$ cat config.mk
export PLATFORM = sky130hd
export DESIGN_NAME = evp_egress_top
export DESIGN_NICKNAME = d
export VERILOG_FILES = /design/src/evp_pkg.sv /design/src/evp_egress_top.sv /design/src/evp_tag_decide.sv
export SDC_FILE = /design/constraint.sdc
export NUM_CORES = 1
export LEC_CHECK = 0
export BUFFER_PORTS_ARGS = -buffer_cell sky130_fd_sc_hd__clkbuf_2
export CAP_MARGIN = 40
export CORE_MARGIN = 4
export CORE_UTILIZATION = 50
export CTS_CLUSTER_DIAMETER = 120
export DETAILED_ROUTE_END_ITERATION = 10
export GPL_TIMING_DRIVEN = 1
export MAX_ROUTING_LAYER = met4
export PLACE_DENSITY = 0.69
export SLEW_MARGIN = 30
export SYNTH_ARGS = -nofsm -noshare
export SYNTH_HDL_FRONTEND = slang
export SYNTH_SLANG_ARGS = --single-unit
export TNS_END_PERCENT = 1
$ cat constraint.sdc
create_clock -name aclk -period 10 [get_ports aclk]
set_input_delay 0.5 -clock aclk [delete_from_list [all_inputs] [get_ports aclk]]
set_output_delay 0.5 -clock aclk [all_outputs]
set_load 0.1 [all_outputs]
$ cat src/evp_pkg.sv
// Package for the egress VLAN tagging and port 0 queue pacing block.
// Assumes one clock domain (aclk, 40 MHz) and an AXI4-Lite register bus.
package evp_pkg;

    // Register indices as numbered; byte address is four times the index
    localparam logic [15:0] IDX_EGRESS_TAG_POLICY = 16'h1c0c;
    localparam logic [15:0] IDX_PORT0_QUEUE01_PACING = 16'h1c0d;
    localparam logic [15:0] IDX_PORT0_QUEUE23_PACING = 16'h1c0e;
    localparam logic [15:0] IDX_PACING_STATUS = 16'h1c20;
    localparam int AXI_ADDR_W = 16;

    // Writable bit masks; reserved bits read zero and ignore writes
    localparam logic [31:0] POLICY_MASK = 32'h007f_7f7f;
    localparam logic [31:0] PACING_MASK = 32'h03ff_ffff;
    localparam logic [31:0] POLICY_RESET = 32'h0000_0000;
    localparam logic [31:0] PACING_RESET = 32'h0000_0000;

    // Per-port field layout inside the tag policy register
    localparam int PORT_STRIDE = 8;
    localparam int POS_TYPE = 0;
    localparam int POS_CHG_TAG = 2;
    localparam int POS_CHG_PRI = 3;
    localparam int POS_CHG_VID = 4;
    localparam int POS_INS_TAG = 5;
    localparam int POS_VID_SEL = 6;

    // Pacing field layout: two 13-bit fields per register
    localparam int PACE_W = 13;
    localparam int POS_PACE_LO = 0;
    localparam int POS_PACE_HI = 13;

    // Time per byte is (field + 1) * PACE_UNIT_NS; debt is kept in ns
    localparam int PACE_UNIT_NS = 20;
    localparam int CLK_FREQ_MHZ = 40;
    localparam int CLK_PERIOD_NS = 1000 / CLK_FREQ_MHZ;
    localparam int DEBT_W = 18;

    localparam logic [1:0] RESP_OKAY = 2'b00;
    localparam logic [1:0] RESP_SLVERR = 2'b10;

    typedef enum logic [1:0] {
        PT_DUMB,
        PT_ACCESS,
        PT_HYBRID,
        PT_CPU
    } evp_port_type_t;

    typedef enum logic [1:0] {
        TAG_NONE,
        TAG_PRIORITY,
        TAG_REGULAR,
        TAG_SPECIAL
    } evp_tag_kind_t;

    typedef enum logic [2:0] {
        ACT_KEEP,
        ACT_STRIP,
        ACT_INSERT,
        ACT_REWRITE,
        ACT_ADD_SPECIAL
    } evp_action_t;

    // One frame offered to an egress port
    typedef struct packed {
        logic [1:0] egress_port;
        logic [1:0] source_port;
        evp_tag_kind_t tag_kind;
        logic [11:0] vid;
        logic [2:0] pri;
        logic [11:0] ingress_def_vid;
        logic [2:0] ingress_pri;
        logic [11:0] egress_def_vid;
        logic [2:0] egress_def_pri;
        logic untag_default;
        logic untag_incoming;
    } evp_frame_t;

    // Tag decision for that frame
    typedef struct packed {
        evp_action_t action;
        logic [11:0] vid;
        logic [2:0] pri;
        logic [1:0] source_port;
    } evp_decision_t;

endpackage : evp_pkg

$ cat src/evp_egress_top.sv
// Egress tag policy and port 0 queue pacing with an AXI4-Lite slave.
// Assumes frames and byte strobes are synchronous to aclk.
module evp_egress_top
    import evp_pkg::*;
(
    input wire logic aclk,
    input wire logic aresetn,
    input wire logic [15:0] s_axi_awaddr,
    input wire logic s_axi_awvalid,
    output logic s_axi_awready,
    input wire logic [31:0] s_axi_wdata,
    input wire logic [3:0] s_axi_wstrb,
    input wire logic s_axi_wvalid,
    output logic s_axi_wready,
    output logic [1:0] s_axi_bresp,
    output logic s_axi_bvalid,
    input wire logic s_axi_bready,
    input wire logic [15:0] s_axi_araddr,
    input wire logic s_axi_arvalid,
    output logic s_axi_arready,
    output logic [31:0] s_axi_rdata,
    output logic [1:0] s_axi_rresp,
    output logic s_axi_rvalid,
    input wire logic s_axi_rready,
    input wire logic frame_valid,
    input wire evp_pkg::evp_frame_t frame_in,
    output logic decision_valid,
    output evp_pkg::evp_decision_t decision_out,
    input wire logic pacing_enable,
    input wire logic [3:0] queue_byte_sent,
    output logic [3:0] queue_ready
);
    import evp_pkg::*;

    // Word match of a byte address against a register index (byte address is 4 x index)
    function automatic logic hit(input logic [15:0] addr, input logic [15:0] idx);
        hit = (addr[15:2] == idx[13:0]);
    endfunction : hit

    // Byte-lane merge limited to the writable bits
    function automatic logic [31:0] merge_write(
        input logic [31:0] old_val,
        input logic [31:0] new_val,
        input logic [3:0] strb,
        input logic [31:0] mask
    );
        logic [31:0] lanes;
        lanes = {{8{strb[3]}}, {8{strb[2]}}, {8{strb[1]}}, {8{strb[0]}}};
        merge_write = ((old_val & ~lanes) | (new_val & lanes)) & mask;
    endfunction : merge_write

    // Pacing debt in ns for one byte: (field + 1) * unit
    function automatic logic [DEBT_W-1:0] byte_time_ns(input logic [PACE_W-1:0] field);
        logic [DEBT_W-1:0] steps;
        steps = DEBT_W'({5'h00, field}) + DEBT_W'(1);
        byte_time_ns = DEBT_W'(steps * DEBT_W'(PACE_UNIT_NS));
    endfunction : byte_time_ns

    logic [31:0] policy_reg;
    logic [31:0] pace01_reg;
    logic [31:0] pace23_reg;
    logic [15:0] aw_addr_reg;
    logic aw_held_reg;
    logic [31:0] w_data_reg;
    logic [3:0] w_strb_reg;
    logic w_held_reg;
    logic do_write;
    logic [DEBT_W-1:0] debt_reg [4];
    logic [DEBT_W-1:0] debt_next [4];
    logic [PACE_W-1:0] pace_field [4];
    logic [7:0] frame_count_reg;
    logic [31:0] status_word;
    logic [31:0] read_word;
    logic read_ok;
    evp_decision_t decision_comb;

    assign do_write = aw_held_reg && w_held_reg && !s_axi_bvalid;

    // Write address channel; one write outstanding at a time
    always_ff @(posedge aclk) begin
        if (!aresetn) begin
            aw_held_reg <= 1'b0;
            aw_addr_reg <= 16'h0000;
            s_axi_awready <= 1'b1;
        end else if (s_axi_awvalid && s_axi_awready) begin
            aw_held_reg <= 1'b1;
            aw_addr_reg <= s_axi_awaddr;
            s_axi_awready <= 1'b0;
        end else if (s_axi_bvalid && s_axi_bready) begin
            aw_held_reg <= 1'b0;
            s_axi_awready <= 1'b1;
        end
    end

    // Write data channel, taken in either order relative to the address
    always_ff @(posedge aclk) begin
        if (!aresetn) begin
            w_held_reg <= 1'b0;
            w_data_reg <= 32'h0000_0000;
            w_strb_reg <= 4'h0;
            s_axi_wready <= 1'b1;
        end else if (s_axi_wvalid && s_axi_wready) begin
            w_held_reg <= 1'b1;
            w_data_reg <= s_axi_wdata;
            w_strb_reg <= s_axi_wstrb;
            s_axi_wready <= 1'b0;
        end else if (s_axi_bvalid && s_axi_bready) begin
            w_held_reg <= 1'b0;
            s_axi_wready <= 1'b1;
        end
    end

    // Write response; unmapped addresses answer SLVERR and store nothing
    always_ff @(posedge aclk) begin
        if (!aresetn) begin
            s_axi_bvalid <= 1'b0;
            s_axi_bresp <= RESP_OKAY;
        end else if (do_write) begin
            s_axi_bvalid <= 1'b1;
            if (hit(aw_addr_reg, IDX_EGRESS_TAG_POLICY)) begin
                s_axi_bresp <= RESP_OKAY;
            end else if (hit(aw_addr_reg, IDX_PORT0_QUEUE01_PACING)) begin
                s_axi_bresp <= RESP_OKAY;
            end else if (hit(aw_addr_reg, IDX_PORT0_QUEUE23_PACING)) begin
                s_axi_bresp <= RESP_OKAY;
            end else if (hit(aw_addr_reg, IDX_PACING_STATUS)) begin
                s_axi_bresp <= RESP_OKAY;
            end else begin
                s_axi_bresp <= RESP_SLVERR;
            end
        end else if (s_axi_bready) begin
            s_axi_bvalid <= 1'b0;
        end
    end

    // Tag policy register; all control bits reset to zero
    always_ff @(posedge aclk) begin
        if (!aresetn) begin
            policy_reg <= POLICY_RESET;
        end else if (do_write && hit(aw_addr_reg, IDX_EGRESS_TAG_POLICY)) begin
            policy_reg <= merge_write(policy_reg, w_data_reg, w_strb_reg, POLICY_MASK);
        end
    end

    // Pacing registers for queues 0..3 of port 0
    always_ff @(posedge aclk) begin
        if (!aresetn) begin
            pace01_reg <= PACING_RESET;
            pace23_reg <= PACING_RESET;
        end else if (do_write) begin
            if (hit(aw_addr_reg, IDX_PORT0_QUEUE01_PACING)) begin
                pace01_reg <= merge_write(pace01_reg, w_data_reg, w_strb_reg, PACING_MASK);
            end else if (hit(aw_addr_reg, IDX_PORT0_QUEUE23_PACING)) begin
                pace23_reg <= merge_write(pace23_reg, w_data_reg, w_strb_reg, PACING_MASK);
            end
        end
    end

    // Queue field extraction
    assign pace_field[0] = pace01_reg[POS_PACE_LO +: PACE_W];
    assign pace_field[1] = pace01_reg[POS_PACE_HI +: PACE_W];
    assign pace_field[2] = pace23_reg[POS_PACE_LO +: PACE_W];
    assign pace_field[3] = pace23_reg[POS_PACE_HI +: PACE_W];

    // Read-only status: pacing hold per queue and frames decided
    assign status_word = {16'h0000, frame_count_reg, 4'h0, ~queue_ready};

    // Read decode; reserved bits come back as zero
    always_comb begin
        read_word = 32'h0000_0000;
        read_ok = 1'b1;
        if (hit(s_axi_araddr, IDX_EGRESS_TAG_POLICY)) begin
            read_word = policy_reg & POLICY_MASK;
        end else if (hit(s_axi_araddr, IDX_PORT0_QUEUE01_PACING)) begin
            read_word = pace01_reg & PACING_MASK;
        end else if (hit(s_axi_araddr, IDX_PORT0_QUEUE23_PACING)) begin
            read_word = pace23_reg & PACING_MASK;
        end else if (hit(s_axi_araddr, IDX_PACING_STATUS)) begin
            read_word = status_word;
        end else begin
            read_ok = 1'b0;
        end
    end

    // Read channel: data captured at the address handshake
    always_ff @(posedge aclk) begin
        if (!aresetn) begin
            s_axi_arready <= 1'b1;
            s_axi_rvalid <= 1'b0;
            s_axi_rdata <= 32'h0000_0000;
            s_axi_rresp <= RESP_OKAY;
        end else if (s_axi_arvalid && s_axi_arready) begin
            s_axi_arready <= 1'b0;
            s_axi_rvalid <= 1'b1;
            s_axi_rdata <= read_word;
            s_axi_rresp <= read_ok ? RESP_OKAY : RESP_SLVERR;
        end else if (s_axi_rvalid && s_axi_rready) begin
            s_axi_rvalid <= 1'b0;
            s_axi_arready <= 1'b1;
        end
    end

    // Tag decision logic for the offered frame
    evp_tag_decide u_decide (
        .policy(policy_reg),
        .frame(frame_in),
        .decision(decision_comb)
    );

    // Registered decision, one cycle after the frame strobe
    always_ff @(posedge aclk) begin
        if (!aresetn) begin
            decision_valid <= 1'b0;
            decision_out <= '0;
        end else begin
            decision_valid <= frame_valid;
            if (frame_valid) begin
                decision_out <= decision_comb;
            end
        end
    end

    // Frame counter for the status register, wraps at 8 bits
    always_ff @(posedge aclk) begin
        if (!aresetn) begin
            frame_count_reg <= 8'h00;
        end else if (frame_valid) begin
            frame_count_reg <= frame_count_reg + 8'h01;
        end
    end

    // Debt drains by one clock period each cycle; a sent byte reloads it.
    // Ready waits for zero debt, so pacing may run slow but never fast.
    always_comb begin
        for (int q = 0; q < 4; q++) begin
            if (!pacing_enable) begin
                debt_next[q] = '0;
            end else if (queue_byte_sent[q]) begin
                debt_next[q] = byte_time_ns(pace_field[q]);
            end else if (debt_reg[q] > DEBT_W'(CLK_PERIOD_NS)) begin
                debt_next[q] = debt_reg[q] - DEBT_W'(CLK_PERIOD_NS);
            end else begin
                debt_next[q] = '0;
            end
        end
    end

    // Pacing state and per-queue ready flags
    always_ff @(posedge aclk) begin
        if (!aresetn) begin
            for (int q = 0; q < 4; q++) begin
                debt_reg[q] <= '0;
            end
            queue_ready <= 4'hf;
        end else begin
            for (int q = 0; q < 4; q++) begin
                debt_reg[q] <= debt_next[q];
                queue_ready[q] <= (debt_next[q] == '0);
            end
        end
    end

endmodule : evp_egress_top

$ cat src/evp_tag_decide.sv
// Combinational tag decision for one frame leaving one port.
// Assumes the caller registers the result and supplies the 32-bit policy.
module evp_tag_decide
    import evp_pkg::*;
(
    input wire logic [31:0] policy,
    input wire evp_pkg::evp_frame_t frame,
    output evp_pkg::evp_decision_t decision
);

    logic [7:0] port_bits;
    evp_port_type_t ptype;
    logic chg_tag;
    logic chg_pri;
    logic chg_vid;
    logic ins_tag;
    logic vid_sel;
    logic [11:0] sel_vid;
    logic [2:0] sel_pri;

    // Pick the egress port's own slice of the policy register
    always_comb begin
        port_bits = policy[frame.egress_port * PORT_STRIDE +: PORT_STRIDE];
        ptype = evp_port_type_t'(port_bits[POS_TYPE +: 2]);
        chg_tag = port_bits[POS_CHG_TAG];
        chg_pri = port_bits[POS_CHG_PRI];
        chg_vid = port_bits[POS_CHG_VID];
        ins_tag = port_bits[POS_INS_TAG];
        vid_sel = port_bits[POS_VID_SEL];
        sel_vid = vid_sel ? frame.egress_def_vid : frame.ingress_def_vid;
        sel_pri = vid_sel ? frame.egress_def_pri : frame.ingress_pri;
    end

    // Action per egress type; hybrid controls are ignored outside hybrid
    always_comb begin
        decision.action = ACT_KEEP;
        decision.vid = frame.vid;
        decision.pri = frame.pri;
        decision.source_port = frame.source_port;
        case (ptype)
            PT_DUMB: begin
                if (frame.tag_kind == TAG_SPECIAL) begin
                    decision.action = ACT_STRIP;
                end
            end
            PT_ACCESS: begin
                if (frame.tag_kind != TAG_NONE) begin
                    decision.action = ACT_STRIP;
                end
            end
            PT_HYBRID: begin
                case (frame.tag_kind)
                    TAG_NONE: begin
                        if (ins_tag && !frame.untag_default) begin
                            decision.action = ACT_INSERT;
                            decision.vid = sel_vid;
                            decision.pri = sel_pri;
                        end
                    end
                    TAG_PRIORITY: begin
                        // Un-tag membership wins over any change
                        if (frame.untag_incoming) begin
                            decision.action = ACT_STRIP;
                        end else begin
                            decision.action = ACT_REWRITE;
                            decision.vid = sel_vid;
                            if (chg_pri) begin
                                decision.pri = sel_pri;
                            end
                        end
                    end
                    TAG_REGULAR: begin
                        if (frame.untag_incoming) begin
                            decision.action = ACT_STRIP;
                        end else if (chg_tag && (chg_vid || chg_pri)) begin
                            decision.action = ACT_REWRITE;
                            if (chg_vid) begin
                                decision.vid = sel_vid;
                            end
                            if (chg_pri) begin
                                decision.pri = sel_pri;
                            end
                        end
                    end
                    default: begin
                        decision.action = ACT_STRIP;
                    end
                endcase
            end
            default: begin
                decision.action = ACT_ADD_SPECIAL;
            end
        endcase
    end

endmodule : evp_tag_decide

==> impl_metrics.tcl, run 1 <==
set metrics [dict create \
    tightest_slew_ns 0.861 \
    pre_cts_ws_ns 5.71 \
    nNetsFinal 2261 \
    async_flop_share_pct 0 \
    max-clock-path-buffers 3 \
    cts_root_buf "clkbuf_16" \
    hold_end "w_strb_reg[2]$_SDFFE_PN0P_" \
    syn_to_final_growth_pct 14.6 \
    crit_type "flip-flop to flip-flop" \
    drt_iter0_drc 927 \
    cts_buffers 28 \
    gp_congestion 0.912 \
    period_share_pct 43.5 \
    max_clock_freq_mhz 230 \
    maxCapViolCount 0 \
    r2r_end "queue_ready[3]$_SDFF_PN1_" \
    report.final.slew_viol_count 0 \
    path_common_cell "ha_1" \
    viasPerCell 5.72 \
    worstPathRequired_ns 10.41 \
    worstRegToRegCells 13 \
    hold_path_depth 3 \
    status "finished, final reports clean" \
    power_density_nw_per_um2 203 \
    io_pins 200 \
    synthCells 1879 \
    grt_pass1_vias 13500 \
    cts_sinks 257 \
    overflow 0 \
    fin_ws_ns 5.65 \
    ys.flop_type "dfxtp_1" \
    hold_viol 0 \
    path_cells "ha_1, nand3_1, nor3_1, xor2_1, ha_1, ha_1, or2_2, o41ai_1, o211ai_1, a31oi_1, xor2_1, o22ai_1, o41ai_1" \
    synth_top_area_share_pct 33.4 \
    dr.pass1.iters 5 \
    cp_slowest_cell "o41ai_1" \
    ys_warn_count 0 \
    antenna_found_initial 2 \
    post_cts_buffers 0 \
    ctsResizeCount 0 \
    cts_hold_buf 0 \
    syn_area_um2 15400 \
    final_util_pct 58.8 \
    path_delay_family "compound AO/OA/AOI/OAI gates" \
    num_vias 13900 \
    start_util_pct 51.3 \
    h-tree-depth 1 \
    vdd.ir_drop.worst_v 0.000162 \
    ant_nets 0 \
    grt_max_degree 77 \
    setup-violations-final 0 \
    worstHoldPathType "input pin to flip-flop" \
    die_area_um2 33700 \
    synthTopCellsByArea "dfxtp_1, ha_1, mux2i_1" \
    arrival_ns 4.76 \
    yosysTopAreaCell "dfxtp_1" \
    post_drt_wl_per_cell_um 17.5 \
    cts_tree "built" \
    ys_seq_elements 257 \
    layout-drive-gt1-share_pct 13.1 \
    path_max_fanout 8 \
    hpwl_mm 32.2 \
    yosysUniqueCellTypes 76 \
    drc 0 \
    die_h_um 183 \
    rsz0062_at_grt "no" \
    leakage_nw 8.08 \
    synth_edf_count 0 \
    yosysSeqAreaShare_pct 33.4 \
    crit_path_end_kind "flip-flop" \
    max_stage_delay_ns 0.53 \
    wirelength_mm 42.7 \
    core_area_um2 30000 \
    fillers 2740 \
    fp-row-count 63 \
    syn-mean-instance-area_um2 8.19 \
    fin_setup_tns_ns 0 \
    skew_ns 0.00965 \
    worstSetupStartpointType "flip-flop" \
    die_x_um 183 \
    period_needed_ns 4.35 \
    grt_pass1_wl_mm 68.2 \
    clock_latency_ns 0.55 \
    portBuffers 181 \
    relSlewSlack_pct 41.1 \
    worst-path-buf-inv 0 \
    hold_start "s_axi_wstrb[2]" \
    cts.clk_slew.worst_paths_ns 0.06 \
    r2r_slack_ns 5.65 \
    grt_util_all_layers_pct 25.3 \
]
[per-layer routing]
layer	global-route usage (%)	vias to the layer above	wire length, um
li1	-	6886	-
met1	33.6	6559	19300
met2	40.8	412	19600
met3	3.26	74	2580
met4	7.00	0	1200
met5	-	-	0
[placed cells by master (no fill, tap or decap), drive strengths merged, types with 6 or more instances in the layout]
cell and count:
o211ai 21, a21o 8, o22a 8, nor4 14, a211oi 19, and3 14
xnor2 79, clkinv 6, or3 16, nand2 204, o21ai 40, xor2 72
and2 32, mux2i 119, a221oi 12, conb 8, nor2b 19, inv 44
o2bb2ai 6, nor3 52, clkbuf 221, mux2 6, o22ai 17, nand3b 6
o21bai 8, nand2b 29, a21oi 127, dfxtp 257, nand4 14, o41ai 10
a31oi 14, buf 13, o21a 14, nand3 53, a22oi 11, or4 6
nor2 268, ha 101
[tightest hold or removal path: stages]
cell	delay [ns]
clkbuf_2	0.08
nand2_1	0.05
a21oi_1	0.05
[how the worst max path moves through the flow]
stage | from | to | cells after the start
floorplan | flip-flop | queue_ready[3]$_SDFF_PN1_ | 13
global placement | flip-flop | queue_ready[3]$_SDFF_PN1_ | 13
detailed placement | flip-flop | queue_ready[3]$_SDFF_PN1_ | 13
CTS | flip-flop | queue_ready[3]$_SDFF_PN1_ | 13
global route | flip-flop | queue_ready[3]$_SDFF_PN1_ | 13
finish | flip-flop | queue_ready[3]$_SDFF_PN1_ | 13
[stage by stage]
stage	instances	power [mW]	hold WS, ns	area, um2
after floorplan	1886	2.20	0.431	15400
after global placement	2376	2.43	0.440	16500
after detailed placement	2381	2.45	0.446	16600
after CTS	2433	3.60	0.149	17600
after global routing	2436	3.79	0.158	17700
final	2436	3.59	0.165	17700
[area by class of cell]
class	instances	area [um2]	share of cell area [%]
Multi-Input combinational cell	1495	9760	55.3
Antenna cell	2	5.00	0.0284
Tap cell	390	488	2.76
Inverter	44	170	0.964
Sequential cell	257	5140	29.1
Clock buffer	39	833	4.72
Timing Repair Buffer	196	1050	5.98
Clock inverter	13	199	1.13
[synth_stat cells, types with 38 or more instances]
master / instances
o21ai_0: 38
inv_1: 43
dfxtp_1: 257
a21oi_1: 127
clkbuf_1: 75
ha_1: 101
nand3_1: 53
nor2_1: 268
mux2i_1: 119
xnor2_1: 79
xor2_1: 72
nand2_1: 204
nor3_1: 52
[cell families after synthesis]
kind of cell / synth area share, %
and+or+nand+nor: 22.3
AOI/OAI and AO/OA: 15.3
DFF: 33.4
xor gates and xnor gates: 8.59
buffers and inverters: 3.48
muxes: 8.17
adders and majority gates: 8.73
other: 0.0244
[report_power, final]
| group | leakage, nW | total, mW | internal (mW) | switching, mW |
|---|---|---|---|---|
| clock network | 0.506 | 1.14 | 0.709 | 0.433 |
| registers | 2.09 | 1.22 | 1.12 | 0.101 |
| logic | 5.48 | 1.22 | 0.487 | 0.735 |
| total | 8.08 | 3.59 | 2.32 | 1.27 |
Note: power is estimated with default switching activity, not from simulation.
==> inputs of run 2 (changes only) <==
- PLACE_DENSITY: 0.69 -> 0.71
- clock period: 10 -> 3.9 ns (I/O delays scaled with it)
==> run 2 against run 1 <==
Net effect:
- combinational power rose to 2.6 times the previous value
- final area is 3.5% higher
- clock-buffer cell count up 6
- fmax rose by 17%
- critical path depth increased by 1
- total power grew 150%
- critical endpoint is now queue_ready[1]$_SDFF_PN1_
- largest power group is now combinational logic
==> impl_metrics.tcl, run 2 (same netlist as run 1, synthesis figures left out) <==
set metrics [dict create \
    status "finished, final reports clean" \
    grt_max_degree 82 \
    skew_ns 0.0182 \
    core_area_um2 30000 \
    worstRegToRegCells 14 \
    power_density_nw_per_um2 488 \
    path_cells "ha_1, and3_1, nand3_1, nor2_1, xor2_1, ha_1, ha_1, o21a_1, o21ai_1, a211oi_1, nor4_1, o32ai_1, or3_1, o41ai_2" \
    fin_setup_tns_ns 0 \
    setup-violations-final 0 \
    layout-drive-gt1-share_pct 13.2 \
    max_clock_freq_mhz 270 \
    multi_input_comb_area_um2 9800 \
    fillers 2592 \
    die_h_um 183 \
    cp_slowest_cell "or3_1" \
    final_common_cell "nor2_1" \
    crit_path_end_kind "flip-flop" \
    path_common_cell "ha_1" \
    portBuffers 181 \
    arrival_ns 4.16 \
    max_stage_delay_ns 0.40 \
    post_drt_wl_per_cell_um 17.4 \
    switching_share_pct 36.6 \
    grt_util_all_layers_pct 25.6 \
    die_x_um 183 \
    leakage_nw 8.37 \
    pwr-share-seq_pct 35.3 \
    path_delay_family "simple AND/OR/NAND/NOR gates" \
    wirelength_mm 43.7 \
    r2r_end "queue_ready[1]$_SDFF_PN1_" \
    max-clock-path-buffers 3 \
    fp-row-count 63 \
    total_power_mw 8.92 \
    cts_root_buf "clkbuf_16" \
    start_util_pct 51.3 \
    worstSetupStartpointType "flip-flop" \
    worstHoldPathType "input pin to flip-flop" \
    hpwl_mm 32.2 \
    cts.clk_slew.worst_paths_ns 0.06 \
    grt_pass1_wl_mm 69.8 \
    worstPathRequired_ns 4.36 \
    maxCapViolCount 0 \
    cts_tree "built" \
    syn_to_final_growth_pct 18.7 \
    period_share_pct 94.9 \
    drt_iter0_drc 975 \
    ant_nets 0 \
    grt_pass1_vias 14000 \
    h-tree-depth 1 \
    period_needed_ns 3.70 \
    io_pins 200 \
    fin_ws_ns 0.200 \
    vdd.ir_drop.worst_v 0.000326 \
    hold_viol 0 \
    finalInstanceArea_um2 18300 \
    final_cell_mix "nor2_1, dfxtp_1, nand2_1" \
    crit_path_end "queue_ready[1]$_SDFF_PN1_" \
    clock_latency_ns 0.56 \
    r2r_slack_ns 0.20 \
    cts_sinks 257 \
    nNetsFinal 2338 \
    cts_buffers 29 \
    viasPerCell 5.77 \
    worst-path-buf-inv 0 \
    whs_ns 0.0216 \
    num_vias 14500 \
    cp_num_cells 14 \
    rsz0062_at_grt "yes" \
    gp_congestion 0.918 \
    p_comb_share_pct 36.1 \
    overflow 0 \
    drc 0 \
    pre_cts_ws_ns 0.133 \
    die_area_um2 33700 \
    path_max_fanout 5 \
    report.final.slew_viol_count 0 \
    switching_power_mw 3.27 \
    relSlewSlack_pct 44.0 \
    dr.pass1.iters 7 \
    internal_power_mw 5.65 \
    crit_type "flip-flop to flip-flop" \
    tightest_slew_ns 0.819 \
    antenna_found_initial 2 \
    place_area_um2 16700 \
    power.share.clock_pct 28.6 \
    regArea_um2 5150 \
]
run 2: cell count changes in the layout (fill, tap and decap cells not counted), sizes merged, moves of 2 or more:
cell	previous run	this run
buf	13	27
bufinv	5	0
clkbuf	221	226
clkinv	6	4
dlygate4sd3	0	63
run 2: worst min path at each step:
stage / start / to / cells past startpoint
floorplan: s_axi_awaddr[6] / aw_addr_reg[6]$_SDFFE_PN0P_ / 2
global placement: s_axi_awaddr[13] / aw_addr_reg[13]$_SDFFE_PN0P_ / 3
detailed placement: s_axi_awaddr[7] / aw_addr_reg[7]$_SDFFE_PN0P_ / 3
CTS: frame_in[35] / decision_out[5]$_SDFFE_PN0P_ / 3
global route: frame_in[35] / decision_out[5]$_SDFFE_PN0P_ / 3
finish: frame_in[35] / decision_out[5]$_SDFFE_PN0P_ / 3
run 2: layer usage:
layer  track usage, %  up-vias  wire (um)
met4             8.76        0       1640
met1             32.6     6856      19100
met3             4.75      102       3100
met5                -        -          0
met2             41.2      475      19900
li1                 -     7068          -
run 2: cell type report:
cell class	instances	area share, %
sequential	257	28.2
multi-input combinational	1495	53.6
timing repair buffer	272	9.73
tap	390	2.67
clock buffer	45	4.57
antenna	3	0.0411
inverter	44	0.931
clock inverter	7	0.240
run 2: per-stage QoR:
step / utilization, % / cells
after global routing: 60.9 / 2513
after global placement: 55.5 / 2392
after detailed placement: 55.6 / 2394
final: 60.9 / 2513
after floorplan: - / 1886
after CTS: 60.6 / 2509
run 2: worst reg2reg max path, cell delays in order (launching register included):
cell,delay (ns)
dfxtp_1,0.39
ha_1,0.21
and3_1,0.21
nand3_1,0.19
nor2_1,0.17
xor2_1,0.23
ha_1,0.27
ha_1,0.34
o21a_1,0.20
o21ai_1,0.16
a211oi_1,0.10
nor4_1,0.29
o32ai_1,0.16
or3_1,0.40
o41ai_2,0.27
run 2: power by group through the flow:
stage / Clock, mW / Sequential, mW / Combinational (mW)
global route: 2.70 / 3.18 / 3.53
global placement: 0 / 3.18 / 3.07
detailed placement: 0 / 3.19 / 3.11
CTS: 2.60 / 3.14 / 3.19
finish: 2.55 / 3.15 / 3.22
floorplan: 0 / 3.43 / 2.20
run 2: repair_timing:
item / in CTS / in global routing
hold endpoints to repair: 69 / 0
gates resized for setup: 0 / 11
buffers inserted: 0 / 0
hold buffers: 63 / 0
endpoints found under the setup margin: 0 / 5
